File: src/gpio_ctrl_pkg.sv
// constants for the dual i/o port control block
package gpio_ctrl_pkg;

	// port width and bus widths
	localparam int unsigned PORT_W     = 8;
	localparam int unsigned ADDR_W     = 16;
	localparam int unsigned DATA_W     = 32;
	localparam int unsigned SYNC_DEPTH = 3;

	// register indices; byte address is four times the index
	localparam logic [15:0] IDX_P4_LATCH    = 16'h0004;
	localparam logic [15:0] IDX_P7_LATCH    = 16'h0007;
	localparam logic [15:0] IDX_P4_PIN_READ = 16'h0011;
	localparam logic [15:0] IDX_P4_DIR      = 16'h0F1E;
	localparam logic [15:0] IDX_P7_DIR      = 16'h0F21;
	localparam logic [15:0] IDX_P4_PULLUP   = 16'h0F2B;
	localparam logic [15:0] IDX_P4_FUNC     = 16'h0F38;
	localparam logic [15:0] IDX_P7_FUNC     = 16'h0F3B;

	// reset values
	localparam logic [7:0] RST_P4_LATCH  = 8'h00;
	localparam logic [7:0] RST_P7_LATCH  = 8'h00;
	localparam logic [7:0] RST_P4_DIR    = 8'h00;
	localparam logic [7:0] RST_P7_DIR    = 8'h00;
	localparam logic [7:0] RST_P4_PULLUP = 8'h00;
	localparam logic [7:0] RST_P4_FUNC   = 8'h00;
	localparam logic [7:0] RST_P7_FUNC   = 8'h00;

	// writable bits of the second port function select
	localparam logic [7:0] P7_FUNC_MASK = 8'h1F;

	// second port field positions
	localparam int unsigned P7_INT_LSB  = 5;
	localparam int unsigned P7_DIV_BIT  = 4;
	localparam int unsigned P7_TCA_LSB  = 2;
	localparam int unsigned P7_PPGA_LSB = 2;
	localparam int unsigned P7_TC_LSB   = 0;
	localparam int unsigned P7_PPG_LSB  = 0;

	// response codes
	localparam logic [1:0] RESP_OKAY   = 2'h0;
	localparam logic [1:0] RESP_SLVERR = 2'h2;
	localparam logic [1:0] RESP_DECERR = 2'h3;

endpackage

File: src/gpio_pin_sync.sv
// three-stage pin synchroniser, change accepted when stages two and three agree
`timescale 1ns/1ps

module gpio_pin_sync #(
	parameter int unsigned WIDTH = 8
) (
	// clock and reset
	input  wire logic             core_clk,
	input  wire logic             rst,
	// pins and settled value
	input  wire logic [WIDTH-1:0] din,
	output logic      [WIDTH-1:0] dout
);

	logic [WIDTH-1:0] stage1;
	logic [WIDTH-1:0] stage2;
	logic [WIDTH-1:0] stage3;

	if (WIDTH < 1) begin : g_chk
		$error("gpio_pin_sync: WIDTH must be at least 1");
	end

	always_ff @(posedge core_clk) begin
		if (rst) begin
			stage1 <= '0;
			stage2 <= '0;
			stage3 <= '0;
			dout   <= '0;
		end else begin
			stage1 <= din;
			stage2 <= stage1;
			stage3 <= stage2;
			dout   <= (stage2 & stage3) | (dout & (stage2 ^ stage3));
		end
	end

endmodule

File: src/dual_port_io_control.sv
// register file and pin logic for two eight-bit general-purpose ports
//
// Design decision made here: the AXI4-Lite register port.
`timescale 1ns/1ps

module dual_port_io_control #(
	parameter int unsigned PORT_WIDTH = gpio_ctrl_pkg::PORT_W
) (
	// clock and reset
	input  wire logic        core_clk,
	input  wire logic        rst,
	// axi4-lite write address
	input  wire logic [15:0] s_axi_awaddr,
	input  wire logic        s_axi_awvalid,
	output logic             s_axi_awready,
	// axi4-lite write data
	input  wire logic [31:0] s_axi_wdata,
	input  wire logic [3:0]  s_axi_wstrb,
	input  wire logic        s_axi_wvalid,
	output logic             s_axi_wready,
	// axi4-lite write response
	output logic [1:0]       s_axi_bresp,
	output logic             s_axi_bvalid,
	input  wire logic        s_axi_bready,
	// axi4-lite read address
	input  wire logic [15:0] s_axi_araddr,
	input  wire logic        s_axi_arvalid,
	output logic             s_axi_arready,
	// axi4-lite read data
	output logic [31:0]      s_axi_rdata,
	output logic [1:0]       s_axi_rresp,
	output logic             s_axi_rvalid,
	input  wire logic        s_axi_rready,
	// first port pins
	input  wire logic [7:0]  port4_pin_in,
	output logic      [7:0]  port4_pin_out,
	output logic      [7:0]  port4_pin_oe,
	output logic      [7:0]  port4_pullup_on,
	// first port secondary functions
	output logic      [7:0]  analog_input_channel,
	input  wire logic [7:0]  key_wakeup_enable_bit,
	// second port pins
	input  wire logic [7:0]  port7_pin_in,
	output logic      [7:0]  port7_pin_out,
	output logic      [7:0]  port7_pin_oe,
	// second port peripheral outputs toward pins
	input  wire logic        divider_output,
	input  wire logic [1:0]  pulse_gen_a_output,
	input  wire logic [1:0]  pulse_gen_output,
	// second port pin inputs toward peripherals
	output logic      [2:0]  external_interrupt_line,
	output logic      [1:0]  timer_a_input,
	output logic      [1:0]  timer_input
);

	if (PORT_WIDTH != 8) begin : g_chk
		$error("dual_port_io_control: PORT_WIDTH must be 8");
	end

	// byte address of a register index
	function automatic logic hit(input logic [15:0] addr, input logic [15:0] idx);
		hit = (addr == {idx[13:0], 2'b00});
	endfunction

	// control registers
	logic [7:0] port4_output_latch;
	logic [7:0] port4_direction;
	logic [7:0] port4_pullup_enable;
	logic [7:0] port4_function_select;
	logic [7:0] port7_output_latch;
	logic [7:0] port7_direction;
	logic [7:0] port7_function_select;

	// synchronised pins
	logic [7:0] p4_pin_sync;
	logic [7:0] p7_pin_sync;

	// write channel state
	logic        aw_held;
	logic        w_held;
	logic [15:0] aw_addr;
	logic [31:0] w_data;
	logic [3:0]  w_strb;

	gpio_pin_sync #(
		.WIDTH (8)
	) u_sync4 (
		.core_clk (core_clk),
		.rst      (rst),
		.din      (port4_pin_in),
		.dout     (p4_pin_sync)
	);

	gpio_pin_sync #(
		.WIDTH (8)
	) u_sync7 (
		.core_clk (core_clk),
		.rst      (rst),
		.din      (port7_pin_in),
		.dout     (p7_pin_sync)
	);

	// ---------------- write path ----------------
	wire aw_fire  = s_axi_awvalid & s_axi_awready;
	wire w_fire   = s_axi_wvalid & s_axi_wready;
	wire do_write = aw_held & w_held & ~s_axi_bvalid;
	wire lane0    = w_strb[0];

	wire ws_p4_latch = hit(aw_addr, gpio_ctrl_pkg::IDX_P4_LATCH);
	wire ws_p7_latch = hit(aw_addr, gpio_ctrl_pkg::IDX_P7_LATCH);
	wire ws_p4_pread = hit(aw_addr, gpio_ctrl_pkg::IDX_P4_PIN_READ);
	wire ws_p4_dir   = hit(aw_addr, gpio_ctrl_pkg::IDX_P4_DIR);
	wire ws_p7_dir   = hit(aw_addr, gpio_ctrl_pkg::IDX_P7_DIR);
	wire ws_p4_pu    = hit(aw_addr, gpio_ctrl_pkg::IDX_P4_PULLUP);
	wire ws_p4_func  = hit(aw_addr, gpio_ctrl_pkg::IDX_P4_FUNC);
	wire ws_p7_func  = hit(aw_addr, gpio_ctrl_pkg::IDX_P7_FUNC);

	wire ws_rw = ws_p4_latch | ws_p7_latch | ws_p4_dir | ws_p7_dir
		| ws_p4_pu | ws_p4_func | ws_p7_func;

	wire [1:0] next_bresp = ws_rw ? gpio_ctrl_pkg::RESP_OKAY
		: (ws_p4_pread ? gpio_ctrl_pkg::RESP_SLVERR : gpio_ctrl_pkg::RESP_DECERR);

	wire we   = do_write & lane0;
	wire [7:0] wbyte = w_data[7:0];

	assign s_axi_awready = ~aw_held & ~s_axi_bvalid;
	assign s_axi_wready  = ~w_held & ~s_axi_bvalid;

	always_ff @(posedge core_clk) begin
		if (rst) begin
			aw_held <= 1'b0;
			aw_addr <= 16'h0000;
		end else if (aw_fire) begin
			aw_held <= 1'b1;
			aw_addr <= s_axi_awaddr;
		end else if (do_write) begin
			aw_held <= 1'b0;
		end
	end

	always_ff @(posedge core_clk) begin
		if (rst) begin
			w_held <= 1'b0;
			w_data <= 32'h0000_0000;
			w_strb <= 4'h0;
		end else if (w_fire) begin
			w_held <= 1'b1;
			w_data <= s_axi_wdata;
			w_strb <= s_axi_wstrb;
		end else if (do_write) begin
			w_held <= 1'b0;
		end
	end

	always_ff @(posedge core_clk) begin
		if (rst) begin
			s_axi_bvalid <= 1'b0;
			s_axi_bresp  <= gpio_ctrl_pkg::RESP_OKAY;
		end else if (do_write) begin
			s_axi_bvalid <= 1'b1;
			s_axi_bresp  <= next_bresp;
		end else if (s_axi_bready) begin
			s_axi_bvalid <= 1'b0;
		end
	end

	// register updates land at the write edge
	always_ff @(posedge core_clk) begin
		if (rst) begin
			port4_output_latch    <= gpio_ctrl_pkg::RST_P4_LATCH;
			port4_direction       <= gpio_ctrl_pkg::RST_P4_DIR;
			port4_pullup_enable   <= gpio_ctrl_pkg::RST_P4_PULLUP;
			port4_function_select <= gpio_ctrl_pkg::RST_P4_FUNC;
			port7_output_latch    <= gpio_ctrl_pkg::RST_P7_LATCH;
			port7_direction       <= gpio_ctrl_pkg::RST_P7_DIR;
			port7_function_select <= gpio_ctrl_pkg::RST_P7_FUNC;
		end else if (we) begin
			if (ws_p4_latch) begin
				port4_output_latch <= wbyte;
			end
			if (ws_p4_dir) begin
				port4_direction <= wbyte;
			end
			if (ws_p4_pu) begin
				port4_pullup_enable <= wbyte;
			end
			if (ws_p4_func) begin
				port4_function_select <= wbyte;
			end
			if (ws_p7_latch) begin
				port7_output_latch <= wbyte;
			end
			if (ws_p7_dir) begin
				port7_direction <= wbyte;
			end
			if (ws_p7_func) begin
				port7_function_select <= wbyte & gpio_ctrl_pkg::P7_FUNC_MASK;
			end
		end
	end

	// ---------------- read path ----------------
	wire ar_fire = s_axi_arvalid & s_axi_arready;

	wire rs_p4_latch = hit(s_axi_araddr, gpio_ctrl_pkg::IDX_P4_LATCH);
	wire rs_p7_latch = hit(s_axi_araddr, gpio_ctrl_pkg::IDX_P7_LATCH);
	wire rs_p4_pread = hit(s_axi_araddr, gpio_ctrl_pkg::IDX_P4_PIN_READ);
	wire rs_p4_dir   = hit(s_axi_araddr, gpio_ctrl_pkg::IDX_P4_DIR);
	wire rs_p7_dir   = hit(s_axi_araddr, gpio_ctrl_pkg::IDX_P7_DIR);
	wire rs_p4_pu    = hit(s_axi_araddr, gpio_ctrl_pkg::IDX_P4_PULLUP);
	wire rs_p4_func  = hit(s_axi_araddr, gpio_ctrl_pkg::IDX_P4_FUNC);
	wire rs_p7_func  = hit(s_axi_araddr, gpio_ctrl_pkg::IDX_P7_FUNC);

	wire rs_any = rs_p4_latch | rs_p7_latch | rs_p4_pread | rs_p4_dir
		| rs_p7_dir | rs_p4_pu | rs_p4_func | rs_p7_func;

	// live level only for a plain input bit
	wire [7:0] p4_pin_read_val = p4_pin_sync & ~port4_direction
		& ~port4_function_select;

	wire [7:0] rd_byte =
		  ({8{rs_p4_latch}} & port4_output_latch)
		| ({8{rs_p7_latch}} & port7_output_latch)
		| ({8{rs_p4_pread}} & p4_pin_read_val)
		| ({8{rs_p4_dir}}   & port4_direction)
		| ({8{rs_p7_dir}}   & port7_direction)
		| ({8{rs_p4_pu}}    & port4_pullup_enable)
		| ({8{rs_p4_func}}  & port4_function_select)
		| ({8{rs_p7_func}}  & port7_function_select);

	wire [1:0] next_rresp = rs_any ? gpio_ctrl_pkg::RESP_OKAY
		: gpio_ctrl_pkg::RESP_DECERR;

	assign s_axi_arready = ~s_axi_rvalid;

	always_ff @(posedge core_clk) begin
		if (rst) begin
			s_axi_rvalid <= 1'b0;
			s_axi_rdata  <= 32'h0000_0000;
			s_axi_rresp  <= gpio_ctrl_pkg::RESP_OKAY;
		end else if (ar_fire) begin
			s_axi_rvalid <= 1'b1;
			s_axi_rdata  <= {24'h00_0000, rd_byte};
			s_axi_rresp  <= next_rresp;
		end else if (s_axi_rready) begin
			s_axi_rvalid <= 1'b0;
		end
	end

	// ---------------- first port pins ----------------
	// a pin with wakeup enabled is an input whatever the direction bit says
	wire [7:0] p4_input_mode = ~port4_direction | key_wakeup_enable_bit;

	wire [7:0] next_p4_oe = ~p4_input_mode & ~port4_function_select;

	wire [7:0] next_p4_pull = port4_pullup_enable & p4_input_mode;

	// ---------------- second port pins ----------------
	wire [7:0] p7_periph_out;
	wire [7:0] next_p7_out;

	assign p7_periph_out[7:gpio_ctrl_pkg::P7_INT_LSB] = 3'b000;
	assign p7_periph_out[gpio_ctrl_pkg::P7_DIV_BIT]   = divider_output;
	assign p7_periph_out[gpio_ctrl_pkg::P7_PPGA_LSB +: 2] = pulse_gen_a_output;
	assign p7_periph_out[gpio_ctrl_pkg::P7_PPG_LSB +: 2]  = pulse_gen_output;

	// per-bit choice of latch or peripheral drive
	for (genvar b = 0; b < 8; b++) begin : g_p7_mux
		assign next_p7_out[b] = port7_function_select[b]
			? p7_periph_out[b] : port7_output_latch[b];
	end

	// secondary inputs see the pin only in input mode
	wire [7:0] p7_in_seen = p7_pin_sync & ~port7_direction;

	// pin drivers follow the registers one edge later
	always_ff @(posedge core_clk) begin
		if (rst) begin
			port4_pin_out        <= 8'h00;
			port4_pin_oe         <= 8'h00;
			port4_pullup_on      <= 8'h00;
			analog_input_channel <= 8'h00;
		end else begin
			port4_pin_out        <= port4_output_latch;
			port4_pin_oe         <= next_p4_oe;
			port4_pullup_on      <= next_p4_pull;
			analog_input_channel <= port4_function_select;
		end
	end

	always_ff @(posedge core_clk) begin
		if (rst) begin
			port7_pin_out <= 8'h00;
			port7_pin_oe  <= 8'h00;
		end else begin
			port7_pin_out <= next_p7_out;
			port7_pin_oe  <= port7_direction;
		end
	end

	always_ff @(posedge core_clk) begin
		if (rst) begin
			external_interrupt_line <= 3'b000;
			timer_a_input           <= 2'b00;
			timer_input             <= 2'b00;
		end else begin
			external_interrupt_line <= p7_in_seen[gpio_ctrl_pkg::P7_INT_LSB +: 3];
			timer_a_input           <= p7_in_seen[gpio_ctrl_pkg::P7_TCA_LSB +: 2];
			timer_input             <= p7_in_seen[gpio_ctrl_pkg::P7_TC_LSB +: 2];
		end
	end

endmodule

File: config.mk
export PLATFORM = sky130hd
export DESIGN_NAME = dual_port_io_control
export DESIGN_NICKNAME = d
export VERILOG_FILES = /design/src/gpio_ctrl_pkg.sv /design/src/gpio_pin_sync.sv /design/src/dual_port_io_control.sv
export SDC_FILE = /design/constraint.sdc
export NUM_CORES = 1
export LEC_CHECK = 0
export BUFFER_PORTS_ARGS = -buffer_cell sky130_fd_sc_hd__buf_4
export CORE_MARGIN = 2
export CORE_UTILIZATION = 30
export DETAILED_ROUTE_END_ITERATION = 12
export PLACE_DENSITY_LB_ADDON = 0.2
export SLEW_MARGIN = 10
export SYNTH_ARGS = -nofsm -noshare
export SYNTH_HDL_FRONTEND = slang
export SYNTH_SLANG_ARGS = --single-unit
File: constraint.sdc
create_clock -name core_clk -period 2.5 [get_ports core_clk]
set_input_delay 0.5 -clock core_clk [delete_from_list [all_inputs] [get_ports core_clk]]
set_output_delay 0.5 -clock core_clk [all_outputs]
set_load 0.02 [all_outputs]
Word-level counts from Yosys, hierarchy flattened --
Index checks and enable logic that the tools add are counted.
Storage, ports and cells: bits in registers 213, bits in writable memories 0, memories 0, output and inout bits 96, bits in latches 0, input bits 104, ROM bits 0
Operators by class: shifts and indexed selects 0, reduce and logical (&&, ||, !) cells 11, bitwise operators 58, multiply operators 0, equal/unequal tests 16, muxes and demuxes 15, magnitude comparators 0, add/subtract/negate cells 0, div/mod/pow operators 0
Operator list (number):
- $eq A16 B14 Y1 const B | 10
- $and A8 B8 Y8 | 16
- $or A8 B8 Y8 | 10
- $eq A16 B5 Y1 const B | 4
- $eq A16 B7 Y1 const B | 2
- $not A8 Y8 | 4
- $xor A8 B8 Y8 | 2
- $reduce_and A2 Y1 | 7
- $mux W1 | 13
- $or A1 B1 Y1 | 13
- $and A1 B1 Y1 | 8
- $and A8 B5 Y8 | 1
- $reduce_bool A2 Y1 | 4
- $mux W2 | 2
- $not A1 Y1 | 4

Depth between registers and ports, before layout --
depth in word-level cells 10, gate-level depth with buffers 7

Modules after synthesis --
Synthesis repeated with hierarchy kept, for this count alone.
Unflattened totals: cells, all modules 780, area, all modules 7896.3 µm²
By module, submodules not included:
- dual_port_io_control | sequential area each 2962.8 µm², cells an instance 614, area each 5929.4 µm², times used 1
- gpio_pin_sync | sequential area each 640.6 µm², cells an instance 83, area each 983.4 µm², times used 2

Worst setup path after synthesis --
No wires, ideal clock.
path type register to register, from register aw_addr[10], to register port7_output_latch[0], setup slack 0.336 ns, stages on the path, launching flop included 6, setup time 0.128 ns, data arrival time 2.036 ns, path through dfxtp_1 or4_4 or4b_4 nor3_4 mux2i_1 nor2_1
On the way: word-level cells in the longest chain between the ends 2
Ends and longest elaborated chain:
- start, declared | RTL line dual_port_io_control.sv:81 | logic [15:0] aw_addr;
- start signal, assigned | RTL line dual_port_io_control.sv:136 | aw_addr <= s_axi_awaddr;
- $eq A16 B5 Y1 | RTL line dual_port_io_control.sv:62 | hit = (addr == {idx[13:0], 2'b00});
- $reduce_and A2 Y1 (no line)
- end signal, assigned | RTL line dual_port_io_control.sv:175 | port7_output_latch <= gpio_ctrl_pkg::RST_P7_LATCH;
- end signal, assigned | RTL line dual_port_io_control.sv:192 | port7_output_latch <= wbyte;
- end, declared | RTL line dual_port_io_control.sv:70 | logic [7:0] port7_output_latch;
No other way between the ends. A chain may end at the register's enable or synchronous reset.

Worst setup path after layout --
from register aw_addr[10], to register port4_output_latch[5]
On the way: word-level cells in the longest chain between the ends 2
Ends and longest elaborated chain:
- $eq A16 B5 Y1 | RTL line dual_port_io_control.sv:62
- $reduce_and A2 Y1 (no line)
- end signal, assigned | RTL line dual_port_io_control.sv:171 | port4_output_latch <= gpio_ctrl_pkg::RST_P4_LATCH;
- end signal, assigned | RTL line dual_port_io_control.sv:180 | port4_output_latch <= wbyte;
- end, declared | RTL line dual_port_io_control.sv:66 | logic [7:0] port4_output_latch;
No other way between the ends.

==> results.sh <==
export IMPL_critPathRequiredTime_ns=2.89
export IMPL_grt_usage_pct=14.4
export IMPL_clock_skew_ns=0.0171
export IMPL_numCtsBuffers=24
export IMPL_fp_row_count=58
export IMPL_cts_sinks=208
export IMPL_syn_inst=783
export IMPL_die_y_um=165
export IMPL_layout_worst_path_cycle_share_pct=88.9
export IMPL_yosys_top_cells_count="208 x dfxtp_1, 97 x nor2_1, 83 x nor2b_1"
export IMPL_hp_class="input port to flop"
export IMPL_start_kind="flop"
export IMPL_synth_edf_count=0
export IMPL_timing_rr_end="port4_output_latch[5]$_SDFFE_PP0P_"
export IMPL_powerDensity_nw_per_um2=733
export IMPL_synth_top_area_share_pct=53.6
export IMPL_grt_pass1_vias=5538
export IMPL_grt_pass1_wl_um=30400
export IMPL_cts_clk_slew_worst_paths_ns=0.06
export IMPL_gr_total_overflow=0
export IMPL_p_comb_share_pct=6.3
export IMPL_fp_coreArea_um2=25300
export IMPL_crit_path_end_kind="flop"
export IMPL_worst_slack_ns=0.276
export IMPL_yosysUniqueCellTypes=54
export IMPL_dp_cells=1240
export IMPL_via_count=5814
export IMPL_internal_power_w=0.00568
export IMPL_drc=0
export IMPL_holdPathStages=2
export IMPL_ff2ff_setup_slack_ns=0.28
export IMPL_ir_drop_uv=391
export IMPL_portBuffers=147
export IMPL_syn_area_um2=7770
export IMPL_drt_wirelength_per_cell_um=15.3
export IMPL_yosysWarnings=0
export IMPL_fin_setup_tns_ns=0
export IMPL_arrival_ns=2.61
export IMPL_ant_nets=0
export IMPL_n_fill_cell=2547
export IMPL_die_width_um=165
export IMPL_fin_crit_ns=2.22
export IMPL_ios=200
export IMPL_htree_num_levels=1
export IMPL_ys_seq_elements=208
export IMPL_synthTopCellsByArea="dfxtp_1 54%, mux2i_1 8.2%, nor2b_1 6.7%"
export IMPL_grt_max_degree=63
export IMPL_postCtsSetupBuffers=0
export IMPL_yosysMostFrequentCell="dfxtp_1"
export IMPL_slew_violations=0
export IMPL_cts_hold_buf=0
export IMPL_maxCapViolCount=0
export IMPL_synth_ff_type="dfxtp_1"
export IMPL_clk_path_buf_depth=3
export IMPL_dpl_hpwl_um=14200
export IMPL_async_flop_share_pct=0
export IMPL_viasPerCell=4.53
export IMPL_antenna_found_initial=0
export IMPL_dieArea_um2=27200
export IMPL_worst_pin_slew_ns=0.590
export IMPL_cts_resized=0
export IMPL_holdWs_ns=0.167
export IMPL_largest_reg_flops=16
export IMPL_rsz0062_at_grt="no"
export IMPL_synth_area_leader_cell="dfxtp_1"
export IMPL_drt_wl_total_um=19600
export IMPL_hold_violations=0
export IMPL_setup_viol=0
export IMPL_reg2regPathDepth=6
export IMPL_place_ws_ns=0.186
export IMPL_fmax_mhz=450
export IMPL_initial_core_util_pct=30.7
export IMPL_hold_path_end="s_axi_rvalid$_SDFFE_PP0P_"
export IMPL_reg2reg_from="aw_addr[10]$_SDFFE_PP0P_"
export IMPL_power_w=0.00737
export IMPL_yosysSeqAreaShare_pct=53.6
export IMPL_cts_root_buf="clkbuf_16"
export IMPL_cts_tree="built"
export IMPL_layout_drive_gt1_share_pct=23.3
export IMPL_layout_cells_non_filler=1284
export IMPL_fin_nets=1055
export IMPL_swShare_pct=22.9
export IMPL_drt_first_pass_iters=4
export IMPL_clock_latency_ns=0.51
export IMPL_switchingPower_w=0.00169
export IMPL_syn_area_per_cell_um2=9.92
export IMPL_drt_iter0_drc=329
export IMPL_seq_power_share_pct=47.0
export IMPL_area_delta_synth_final_pct=29.3
export IMPL_diodes=0
export IMPL_relSlewSlack_pct=59.6
export IMPL_min_from="s_axi_rready"
export IMPL_place_gp_congestion=0.771
export IMPL_clkPwrFrac_pct=46.7
export IMPL_top_register="aw_addr"
export IMPL_path_class="flop to flop"
export IMPL_crit_fanout=8
export IMPL_leakage_nw=4.11
export IMPL_status="completed"
placed cells by master (no fill, tap or decap), types with 3 or more instances in the layout:
master	instances
a211oi_1	3
a21oi_1	47
a221oi_1	7
a222oi_1	3
a22oi_1	6
a311oi_1	5
a31oi_1	6
and2_1	3
and4_1	5
buf_12	3
buf_4	167
clkbuf_1	4
clkbuf_16	25
clkbuf_8	5
clkinv_2	5
conb_1	24
dfxtp_1	208
ha_1	15
inv_1	4
mux2i_1	64
nand2_1	64
nand3_1	9
nand3b_1	3
nand4_1	7
nor2_1	97
nor2b_1	83
nor3_1	4
nor3b_1	26
nor4_1	5
nor4_2	3
nor4bb_1	3
o21ai_0	3
o2bb2ai_1	5
critical path: stages (launching register included):
cell     delay, ns
dfxtp_1       0.31
or4_4         0.54
or4b_4        0.57
nor3b_2       0.27
buf_12        0.18
mux2i_1       0.18
nor2_1        0.05
power by group through the flow:
stage	Sequential (W)	Clock, W	Combinational [W]
final	0.00346	0.00344	0.000467
after global routing	0.00347	0.00368	0.000517
after CTS	0.00346	0.00355	0.000476
after detailed placement	0.00353	0	0.000475
after global placement	0.00353	0	0.000471
after floorplan	0.00352	0	0.000296
stage by stage:
step,util (%),area [um2]
after floorplan,-,7860
after global placement,36.5,9250
after detailed placement,36.5,9250
after CTS,39.7,10000
after global routing,39.7,10000
final,39.7,10000
kinds of logic (layout without fill, tap and decap cells):
kind of cell | count (synthesis) | in the layout | share of synthesized area, %
and+or+nand+nor | 329 | 329 | 23.0
DFF | 208 | 208 | 53.6
AOI/OAI and AO/OA | 94 | 94 | 7.89
buffers and inverters | 71 | 219 | 4.70
muxes | 64 | 64 | 8.24
adders and majority gates | 15 | 15 | 2.42
other | 1 | 24 | 0.0483
xor gates and xnor gates | 1 | 1 | 0.113
metal layers:
| metal | wire length (um) | global-route usage, % | part of all wire (%) | vias to the layer above |
|---|---|---|---|---|
| met5 | 0 | 0 | 0 | - |
| met4 | 357 | 4.15 | 1.8 | 0 |
| met2 | 8880 | 23.3 | 45 | 135 |
| met1 | 9370 | 19.8 | 48 | 2680 |
| met3 | 988 | 2.16 | 5.0 | 33 |
| li1 | - | - | - | 2966 |
worst max-delay path by stage:
stage                                         from                                  to  slack, ns
after floorplan           aw_addr[10]$_SDFFE_PP0P_  port7_output_latch[0]$_SDFFE_PP0P_       0.34
after global placement             s_axi_araddr[4]         s_axi_rdata[6]$_SDFFE_PP0P_       0.20
after detailed placement           s_axi_araddr[4]         s_axi_rdata[6]$_SDFFE_PP0P_       0.19
after CTS                 aw_addr[10]$_SDFFE_PP0P_  port4_output_latch[5]$_SDFFE_PP0P_       0.26
after global routing      aw_addr[11]$_SDFFE_PP0P_  port7_output_latch[3]$_SDFFE_PP0P_       0.19
final                     aw_addr[10]$_SDFFE_PP0P_  port4_output_latch[5]$_SDFFE_PP0P_       0.28
final cells by class:
class,instances,area [um2],area share (%)
tap,330,413,4.11
clock buffer,34,709,7.06
sequential,208,4160,41.4
timing repair buffer,171,1330,13.2
clock inverter,10,87.6,0.872
multi-input combinational,527,3330,33.2
inverter,4,15.0,0.149
Note: power is estimated with default switching activity, not from simulation.
